### src/hw/irc_cfg.svh
// Purpose: Constants of the infrared carrier generator
// Assumes: APB byte addresses, 32-bit data, one register per word
// Notes  : Offsets, field positions, reset values and counts
`ifndef IRC_CFG_SVH
`define IRC_CFG_SVH

// =====================================================================
// Register offsets
`define IRC_CTRL_ADDR   12'h000
`define IRC_LOW_ADDR    12'h004
`define IRC_HIGH_ADDR   12'h008
`define IRC_STAT_ADDR   12'h00C
`define IRC_ISTAT_ADDR  12'h010
`define IRC_IMASK_ADDR  12'h014

// =====================================================================
// Field positions
`define IRC_CTRL_EN_BIT    0
`define IRC_CTRL_RMC_BIT   1
`define IRC_CTRL_GBUF_BIT  2
`define IRC_STAT_GACT_BIT  0
`define IRC_STAT_CAR_BIT   1
`define IRC_STAT_ITV_BIT   2
`define IRC_STAT_PEND_BIT  3
`define IRC_STAT_CNT_LSB   8
`define IRC_IRQ_MATCH_BIT  0

// =====================================================================
// Reset values and timing
`define IRC_CMP_RST        8'h01
`define IRC_AGE_MIN        2'h3

`endif

### src/hw/irc_pkg.sv
// Purpose: Types of the infrared carrier generator
// Assumes: Used by package-qualified names only
// Notes  : Compare selection of the carrier counter
package irc_pkg;

  // ===================================================================
  // Compare selection
  typedef enum logic {IRC_SEL_LOW, IRC_SEL_HIGH} irc_sel_t;

endpackage

### src/hw/irc_sync.sv
// Purpose: Three-stage synchroniser with filtered level and rise pulse
// Assumes: Inputs come from another clock domain
// Notes  : A change is taken once stages two and three agree
`timescale 1ns/10ps
`default_nettype none

module irc_sync #(
  parameter int W = 2
) (
  // Clock and reset
  input  wire logic         sys_clk,
  input  wire logic         rst_n,
  // Asynchronous inputs
  input  wire logic [W-1:0] async_in,
  // Filtered outputs
  output var  logic [W-1:0] level_q,
  output var  logic [W-1:0] rise_q
);

  // ===================================================================
  // One synchroniser per bit
  genvar i;
  generate
    for (i = 0; i < W; i++)
    begin : g_bit
      logic s1_q;
      logic s2_q;
      logic s3_q;

      always_ff @(posedge sys_clk or negedge rst_n)
      begin
        if (!rst_n)
        begin
          s1_q <= 1'b0;
          s2_q <= 1'b0;
          s3_q <= 1'b0;
        end
        else
        begin
          s1_q <= async_in[i];
          s2_q <= s1_q;
          s3_q <= s2_q;
        end
      end

      // Filtered level and single-cycle rise pulse
      always_ff @(posedge sys_clk or negedge rst_n)
      begin
        if (!rst_n)
        begin
          level_q[i] <= 1'b0;
          rise_q[i]  <= 1'b0;
        end
        else
        begin
          if (s2_q == s3_q)
          begin
            level_q[i] <= s3_q;
          end
          rise_q[i] <= (s2_q == s3_q) && s3_q && !level_q[i];
        end
      end
    end
  endgenerate

endmodule

`default_nettype wire

### src/hw/irc_gen.sv
// Purpose: Infrared carrier generator with gated output and APB registers
// Assumes: Count clock is sys_clk; interval timer lives outside
// Notes  : Zero-wait APB slave, one level interrupt for compare matches
`timescale 1ns/10ps
`default_nettype none
`include "irc_cfg.svh"

module irc_gen #(
  parameter int CNT_W = 8
) (
  // Clock and reset
  input  wire logic        sys_clk,
  input  wire logic        rst_n,
  // APB slave
  input  wire logic        psel,
  input  wire logic        penable,
  input  wire logic        pwrite,
  input  wire logic [11:0] paddr,
  input  wire logic [31:0] pwdata,
  input  wire logic [3:0]  pstrb,
  output var  logic [31:0] prdata,
  output var  logic        pready,
  output var  logic        pslverr,
  // Interval timer
  input  wire logic        interval_event_in,
  input  wire logic        interval_timer_enable,
  // Carrier and events
  output var  logic        carrier_out_pin,
  output var  logic        compare_match_event,
  output var  logic        interval_event_synced,
  output var  logic        irq
);

  // ===================================================================
  // Declarations
  logic             carrier_timer_enable;
  logic             remote_output_enable;
  logic             gate_buffer_bit;
  logic             gate_active_bit;
  logic [CNT_W-1:0] low_width_compare;
  logic [CNT_W-1:0] high_act_q;
  logic [CNT_W-1:0] high_pend_q;
  logic             pend_q;
  logic [1:0]       age_q;
  logic [CNT_W-1:0] cnt_q;
  irc_pkg::irc_sel_t sel_q;
  logic             carrier_q;
  logic             carrier_d;
  logic             pass_q;
  logic             pass_d;
  logic             out_d;
  logic             match_q;
  logic             load_q;
  logic             istat_q;
  logic             imask_q;
  logic             irq_q;
  logic [31:0]      prdata_q;
  logic             pready_q;
  logic             pslverr_q;
  logic [1:0]       sync_level;
  logic [1:0]       sync_rise;
  logic             itv_en;
  logic             ev_sync;
  logic [CNT_W-1:0] cmp_val;
  logic             hit_cmp;
  logic             setup;
  logic             wr_en;
  logic             mapped;
  logic             install;

  assign setup = psel && !penable;
  assign wr_en = psel && penable && pready_q && pwrite && pstrb[0];

  // ===================================================================
  // Interval event and enable synchroniser
  irc_sync #(
    .W (2)
  ) u_sync (
    .sys_clk  (sys_clk),
    .rst_n    (rst_n),
    .async_in ({interval_timer_enable, interval_event_in}),
    .level_q  (sync_level),
    .rise_q   (sync_rise)
  );

  assign itv_en  = sync_level[1];
  assign ev_sync = sync_rise[0];

  // ===================================================================
  // Address decode
  always_comb
  begin
    case (paddr)
      `IRC_CTRL_ADDR,
      `IRC_LOW_ADDR,
      `IRC_HIGH_ADDR,
      `IRC_STAT_ADDR,
      `IRC_ISTAT_ADDR,
      `IRC_IMASK_ADDR: mapped = 1'b1;
      default:         mapped = 1'b0;
    endcase
  end

  // ===================================================================
  // APB handshake and read data
  always_ff @(posedge sys_clk or negedge rst_n)
  begin
    if (!rst_n)
    begin
      pready_q  <= 1'b0;
      pslverr_q <= 1'b0;
      prdata_q  <= 32'h0000_0000;
    end
    else
    begin
      pready_q  <= setup;
      pslverr_q <= setup && !mapped;
      prdata_q  <= 32'h0000_0000;
      if (setup && !pwrite)
      begin
        case (paddr)
          `IRC_CTRL_ADDR:
          begin
            prdata_q[`IRC_CTRL_EN_BIT]   <= carrier_timer_enable;
            prdata_q[`IRC_CTRL_RMC_BIT]  <= remote_output_enable;
            prdata_q[`IRC_CTRL_GBUF_BIT] <= gate_buffer_bit;
          end
          `IRC_LOW_ADDR:   prdata_q[CNT_W-1:0] <= low_width_compare;
          `IRC_HIGH_ADDR:  prdata_q[CNT_W-1:0] <= high_act_q;
          `IRC_STAT_ADDR:
          begin
            prdata_q[`IRC_STAT_GACT_BIT] <= gate_active_bit;
            prdata_q[`IRC_STAT_CAR_BIT]  <= carrier_q;
            prdata_q[`IRC_STAT_ITV_BIT]  <= itv_en;
            prdata_q[`IRC_STAT_PEND_BIT] <= pend_q;
            prdata_q[`IRC_STAT_CNT_LSB +: CNT_W] <= cnt_q;
          end
          `IRC_ISTAT_ADDR: prdata_q[`IRC_IRQ_MATCH_BIT] <= istat_q;
          `IRC_IMASK_ADDR: prdata_q[`IRC_IRQ_MATCH_BIT] <= imask_q;
          default:         prdata_q <= 32'h0000_0000;
        endcase
      end
    end
  end

  // ===================================================================
  // Control register and low-width compare
  always_ff @(posedge sys_clk or negedge rst_n)
  begin
    if (!rst_n)
    begin
      carrier_timer_enable <= 1'b0;
      remote_output_enable <= 1'b0;
      gate_buffer_bit      <= 1'b0;
      low_width_compare    <= `IRC_CMP_RST;
      imask_q              <= 1'b0;
    end
    else if (wr_en)
    begin
      if (paddr == `IRC_CTRL_ADDR)
      begin
        carrier_timer_enable <= pwdata[`IRC_CTRL_EN_BIT];
        remote_output_enable <= pwdata[`IRC_CTRL_RMC_BIT];
        gate_buffer_bit      <= pwdata[`IRC_CTRL_GBUF_BIT];
      end
      if (paddr == `IRC_LOW_ADDR)
      begin
        low_width_compare <= pwdata[CNT_W-1:0];
      end
      if (paddr == `IRC_IMASK_ADDR)
      begin
        imask_q <= pwdata[`IRC_IRQ_MATCH_BIT];
      end
    end
  end

  // ===================================================================
  // Compare selection and next carrier level
  always_comb
  begin
    cmp_val   = (sel_q == irc_pkg::IRC_SEL_HIGH) ? high_act_q
                                                 : low_width_compare;
    hit_cmp   = carrier_timer_enable && (cnt_q == cmp_val);
    carrier_d = carrier_timer_enable && (carrier_q ^ hit_cmp);
    install   = hit_cmp && (sel_q == irc_pkg::IRC_SEL_HIGH) && pend_q
                && (age_q >= `IRC_AGE_MIN);
  end

  // ===================================================================
  // Carrier counter
  always_ff @(posedge sys_clk or negedge rst_n)
  begin
    if (!rst_n)
    begin
      cnt_q     <= '0;
      sel_q     <= irc_pkg::IRC_SEL_LOW;
      carrier_q <= 1'b0;
      match_q   <= 1'b0;
    end
    else
    begin
      carrier_q <= carrier_d;
      match_q   <= hit_cmp;
      if (!carrier_timer_enable)
      begin
        cnt_q <= '0;
        sel_q <= irc_pkg::IRC_SEL_LOW;
      end
      else if (hit_cmp)
      begin
        cnt_q <= '0;
        case (sel_q)
          irc_pkg::IRC_SEL_LOW:  sel_q <= irc_pkg::IRC_SEL_HIGH;
          irc_pkg::IRC_SEL_HIGH: sel_q <= irc_pkg::IRC_SEL_LOW;
          default:               sel_q <= irc_pkg::IRC_SEL_LOW;
        endcase
      end
      else
      begin
        cnt_q <= CNT_W'(cnt_q + 1'b1);
      end
    end
  end

  // ===================================================================
  // High-width compare with deferred install
  always_ff @(posedge sys_clk or negedge rst_n)
  begin
    if (!rst_n)
    begin
      high_act_q  <= `IRC_CMP_RST;
      high_pend_q <= `IRC_CMP_RST;
      pend_q      <= 1'b0;
      age_q       <= 2'h0;
    end
    else if (wr_en && paddr == `IRC_HIGH_ADDR)
    begin
      high_pend_q <= pwdata[CNT_W-1:0];
      age_q       <= 2'h0;
      if (!carrier_timer_enable)
      begin
        high_act_q <= pwdata[CNT_W-1:0];
        pend_q     <= 1'b0;
      end
      else
      begin
        pend_q <= 1'b1;
      end
    end
    else if (!carrier_timer_enable)
    begin
      pend_q <= 1'b0;
    end
    else if (install)
    begin
      high_act_q <= high_pend_q;
      pend_q     <= 1'b0;
    end
    else if (pend_q && age_q < `IRC_AGE_MIN)
    begin
      age_q <= 2'(age_q + 1'b1);
    end
  end

  // ===================================================================
  // Gate transfer from buffer to active bit
  always_ff @(posedge sys_clk or negedge rst_n)
  begin
    if (!rst_n)
    begin
      load_q          <= 1'b0;
      gate_active_bit <= 1'b0;
    end
    else
    begin
      load_q <= ev_sync;
      if (load_q)
      begin
        gate_active_bit <= gate_buffer_bit;
      end
    end
  end

  // ===================================================================
  // Output gating
  always_comb
  begin
    if (!carrier_timer_enable)
    begin
      pass_d = 1'b0;
    end
    else if (gate_active_bit && carrier_d && !carrier_q)
    begin
      pass_d = 1'b1;
    end
    else if (!gate_active_bit && !carrier_d)
    begin
      pass_d = 1'b0;
    end
    else
    begin
      pass_d = pass_q;
    end
    out_d = remote_output_enable ? (pass_d && carrier_d)
                                 : gate_active_bit;
  end

  always_ff @(posedge sys_clk or negedge rst_n)
  begin
    if (!rst_n)
    begin
      pass_q          <= 1'b0;
      carrier_out_pin <= 1'b0;
    end
    else
    begin
      pass_q          <= pass_d;
      carrier_out_pin <= out_d;
    end
  end

  // ===================================================================
  // Interrupt status, mask and output
  always_ff @(posedge sys_clk or negedge rst_n)
  begin
    if (!rst_n)
    begin
      istat_q <= 1'b0;
      irq_q   <= 1'b0;
    end
    else
    begin
      if (match_q)
      begin
        istat_q <= 1'b1;
      end
      else if (wr_en && paddr == `IRC_ISTAT_ADDR
               && pwdata[`IRC_IRQ_MATCH_BIT])
      begin
        istat_q <= 1'b0;
      end
      irq_q <= istat_q && imask_q;
    end
  end

  // ===================================================================
  // Port drivers
  assign prdata                = prdata_q;
  assign pready                = pready_q;
  assign pslverr               = pslverr_q;
  assign compare_match_event   = match_q;
  assign interval_event_synced = ev_sync;
  assign irq                   = irq_q;
endmodule

`default_nettype wire

### config.mk
export PLATFORM = sky130hd
export DESIGN_NAME = irc_gen
export DESIGN_NICKNAME = d
export VERILOG_FILES = /design/src/hw/irc_pkg.sv /design/src/hw/irc_sync.sv /design/src/hw/irc_gen.sv
export VERILOG_INCLUDE_DIRS = /design/src /design/src/hw
export SDC_FILE = /design/constraint.sdc
export NUM_CORES = 1
export LEC_CHECK = 0
export ABC_AREA = 1
export BUFFER_PORTS_ARGS = -buffer_cell sky130_fd_sc_hd__clkbuf_2
export CORE_ASPECT_RATIO = 1.4
export CORE_UTILIZATION = 50
export CTS_BUF_LIST = sky130_fd_sc_hd__clkbuf_8 sky130_fd_sc_hd__clkbuf_16
export DETAILED_ROUTE_END_ITERATION = 10
export GPL_TIMING_DRIVEN = 0
export PLACE_DENSITY = 0.81
export SKIP_LAST_GASP = 1
export SYNTH_ARGS = -nofsm -noshare
export SYNTH_HDL_FRONTEND = slang
export SYNTH_SLANG_ARGS = --single-unit
export TNS_END_PERCENT = 5
### constraint.sdc
create_clock -name sys_clk -period 5.37 [get_ports sys_clk]
set_clock_uncertainty 0.2 [all_clocks]
set_input_delay 0.537 -clock sys_clk [delete_from_list [all_inputs] [get_ports sys_clk]]
set_output_delay 0.537 -clock sys_clk [all_outputs]
set_load 0.02 [all_outputs]
==> out/results.txt <==
In the routed layout, each cell is associated on average with a via count of 4.88. For this block, the initial DRC count from the detailed router was 237. Setup violations remaining at the end of the flow were counted as 0. A synthesized cell averages 8.57 µm².

Fill cells in the final layout number 551. For this run, the total global-route usage over all layers was measured as 22.4%. After routing, the total negative slack on setup checks comes to 0 ns. The port buffer count was 49; the highest clock rate was 466 MHz.

The tools report the worst path arrival time as 2.19 ns. The dominant synthesized flop cell is sky130_fd_sc_hd__dfrtp_1. Once layout is complete, the utilization of the core stands at 62.5%.

The power per cell area was 266 nW/µm². Counting flops with a built-in enable in the synthesized netlist gives 0. The tool flagged a number of max-cap violations equal to 0.

For the count of TritonRoute iterations in the first routing pass, the log shows 4. The via count of the first global-routing pass was 2798. 93 I/O pins were placed. By area the synthesized netlist is led by sky130_fd_sc_hd__dfrtp_1 52%, sky130_fd_sc_hd__nand2_1 13%, sky130_fd_sc_hd__inv_1 5.3%, sky130_fd_sc_hd__nand3_1 3.9%, sky130_fd_sc_hd__buf_4 3.7%.

The Yosys step of the flow raised 0 warnings. For flop-to-flop paths, the worst setup slack is 3.22 ns. Number of hold violations in the final report: 0. Worst-case vdd ir drop: 124 µV. For the number of instances resized during post-cts repair, the log shows 0. In this run the worst path has a maximum fanout of 10. Summed over all layers, the global routing overflow is 0. Detailed placement ended at an HPWL of 5490 µm. The initial antenna violation count was 0. The tools report the overall power as 1.11 mW.

The die outline area was 7320 µm²; the minimum clock period after layout was 2.15 ns. For the number of instances in the synthesized netlist, the log shows 407. Share of flip-flops with an asynchronous set or reset: 100%.

STA classifies the critical path endpoint as a flip-flop. The run gives 5.41 ns as the critical path data required time. After clock tree synthesis, the clock-pin slew on the worst setup and hold paths is 0.08 ns. The number of clock buffers added by TritonCTS is 9. The initial utilization of the core area, before any placement, comes to 52.4%. The flow ran to the end, and the final reports show no timing, DRC or antenna violations.

The wire length after detailed routing is 7240 µm. TritonCTS built the clock tree. The post-route antenna net violation count is 0.

Number of diodes added for antenna fixing: 0. The number of H-tree levels came out at 3. After detailed routing, the number of remaining DRC violations is 0.

The number of pins exceeding their max-slew limit in the final report was 0; the overall die height was 101 µm. The run gives 6660 µm² as the core outline area. In the post-synthesis netlist, the cell with the most instances is sky130_fd_sc_hd__nand2_1. Summed over all cells, the static leakage comes to 2.18 nW. The tree is rooted in a sky130_fd_sc_hd__clkbuf_8. The longest clock path from root to sink contains 2 buffers. The worst path uses 40.0% of the clock period. STA classifies the critical path startpoint as a flip-flop.

The logs give 75 for the clock sink total and 0.36 ns for the source-to-sink clock delay at the later pin of the worst-skew pair. The row count was 35. Summed over all instances, the cell type with the most area after synthesis is sky130_fd_sc_hd__dfrtp_1. Setup repair after global routing left no endpoint under its margin. Count of unique library cells instantiated by Yosys: 39.

For this block, the via count after detailed routing is 2831. The net count of the finished layout was 542; the wire length of the first global-routing pass was 12400 µm. Counting instances in the post-synthesis netlist gives the leading cell types as 124 x sky130_fd_sc_hd__nand2_1, 72 x sky130_fd_sc_hd__dfrtp_1, 49 x sky130_fd_sc_hd__inv_1. The kind of path behind the tightest hold check was in2reg. The width of the die is 72.6 µm, and the combined area of all synthesized cells is 3490 µm². The area growth from synthesis to layout is 19.2%. After synthesis, the largest area contributor takes up 51.6% of total cell area.

The pin count of the biggest net entering global routing is 54. The global placement routability congestion came out at 0.896. The critical path is of the reg2reg type.

The filler-free cell count of the finished design is 580, and the total instance count after detailed placement is 564. On the final layout, the worst hold slack is 0.0849 ns. In the final layout, the share of cells above drive strength 1 is 23.0%. After synthesis, flip-flops and latches occupy 53.9% of the total area. After detailed routing, the average wire length per cell comes to 12.5 µm. After synthesis the netlist holds a flip-flop and latch count of 75.
placed cells by master, fill, tap and decap left out, types with 2 or more instances in the layout:
cell,instances
sky130_fd_sc_hd__nand2_1,124
sky130_fd_sc_hd__dfrtp_1,72
sky130_fd_sc_hd__inv_1,49
sky130_fd_sc_hd__clkbuf_2,48
sky130_fd_sc_hd__nand3_1,27
sky130_fd_sc_hd__nor2_1,19
sky130_fd_sc_hd__buf_4,17
sky130_fd_sc_hd__o21ai_1,17
sky130_fd_sc_hd__nor3_1,16
sky130_fd_sc_hd__conb_1,16
sky130_fd_sc_hd__a21oi_1,9
sky130_fd_sc_hd__clkbuf_8,9
sky130_fd_sc_hd__inv_2,8
sky130_fd_sc_hd__o21ai_0,5
sky130_fd_sc_hd__nor2_4,3
sky130_fd_sc_hd__xor2_1,3
sky130_fd_sc_hd__mux2_2,3
sky130_fd_sc_hd__ha_1,3
sky130_fd_sc_hd__dfstp_2,3
sky130_fd_sc_hd__buf_6,2
sky130_fd_sc_hd__nand2_2,2
sky130_fd_sc_hd__nand3_2,2
sky130_fd_sc_hd__nor3_2,2
sky130_fd_sc_hd__o22ai_1,2
sky130_fd_sc_hd__o221ai_1,2
sky130_fd_sc_hd__bufinv_16,2
layout make-up:
| class | count | area, µm² | share of cell area (%) |
|---|---|---|---|
| inverters | 57 | 214 | 5.14 |
| repair buffers | 51 | 285 | 6.86 |
| multi-input cells | 268 | 1290 | 31.0 |
| clock inverters | 6 | 90.1 | 2.17 |
| well taps | 92 | 115 | 2.77 |
| plain buffers | 22 | 163 | 3.91 |
| clock buffers | 9 | 124 | 2.98 |
| flip-flops and latches | 75 | 1880 | 45.2 |
final timing paths:
kind / start / end / cells after the start
setup / recovery: sel_q / high_act_q[1] / 13
hold / removal: interval_event_in / u_sync.g_bit[0].s1_q / 1
setup reg to reg: sel_q / high_act_q[1] / 13
hold reg to reg: u_sync.g_bit[0].s1_q / u_sync.g_bit[0].s2_q / 0
max in group asynchronous: rst_n / low_width_compare[0] / 3
min in group asynchronous: rst_n / u_sync.level_q[1] / 2
per-layer routing:
metal / wire length [µm] / share of wire, % / global-route usage (%) / vias up
met1: 2870 / 40 / 25.0 / 1338
met2: 3930 / 54 / 39.7 / 74
met5: 0 / 0 / 0 / -
met4: 171 / 2.4 / 14.6 / 0
met3: 261 / 3.6 / 2.80 / 15
li1: - / - / - / 1404
where the power goes:
group,leakage [nW],switching (mW),internal [mW],total [mW]
combinational,1.07,0.0366,0.0228,0.0594
sequential,1.01,0.00311,0.570,0.573
clock,0.106,0.212,0.260,0.472
total,2.18,0.252,0.854,1.11
stage by stage:
step / cell area [µm²] / setup slack, ns
after detailed placement: 3940 / 2.99
after CTS: 4160 / 3.25
final: 4160 / 3.22
after floorplan: 3550 / 3.37
after global routing: 4160 / 3.05
after global placement: 3910 / 3.00
critical path: stages, from the launching register on:
cell and delay, ns:
sky130_fd_sc_hd__dfrtp_1 0.41, sky130_fd_sc_hd__inv_2 0.08, sky130_fd_sc_hd__buf_6 0.13, sky130_fd_sc_hd__nand2_1 0.07
sky130_fd_sc_hd__nand2_1 0.06, sky130_fd_sc_hd__nand2_1 0.05, sky130_fd_sc_hd__nand2_1 0.07, sky130_fd_sc_hd__nand2_1 0.10
sky130_fd_sc_hd__nor2_4 0.16, sky130_fd_sc_hd__nand3_2 0.12, sky130_fd_sc_hd__o21ai_4 0.31, sky130_fd_sc_hd__nand2_4 0.14
sky130_fd_sc_hd__nand2_1 0.09, sky130_fd_sc_hd__nand2_1 0.05
what timing repair did:
item,in CTS,in global routing
endpoints found under the hold margin,22,0
setup buffers,0,0
hold buffers,1,0
registers in the layout (all words and copies together) (netlist names), 2 cells and up:
| name | count |
|---|---|
| age_q | 2 |
| cnt_q | 8 |
| high_act_q | 8 |
| high_pend_q | 8 |
| low_width_compare | 8 |
| prdata | 16 |
| u_sync.g_bit.s1_q | 2 |
| u_sync.g_bit.s2_q | 2 |
| u_sync.g_bit.s3_q | 2 |
| u_sync.level_q | 2 |
kinds of logic (layout without fill, tap and decap cells):
logic type | after synthesis | count (layout) | synth area share, %
adders and majority gates | 4 | 4 | 1.36
xor gates and xnor gates | 3 | 3 | 0.753
other | 1 | 16 | 0.107
AOI/OAI and AO/OA | 41 | 41 | 6.88
buffers and inverters | 79 | 145 | 10.8
and+or+nand+nor | 201 | 201 | 25.2
muxes | 3 | 3 | 0.968
DFF | 75 | 75 | 53.9
Power figures use the tool's default switching activity.
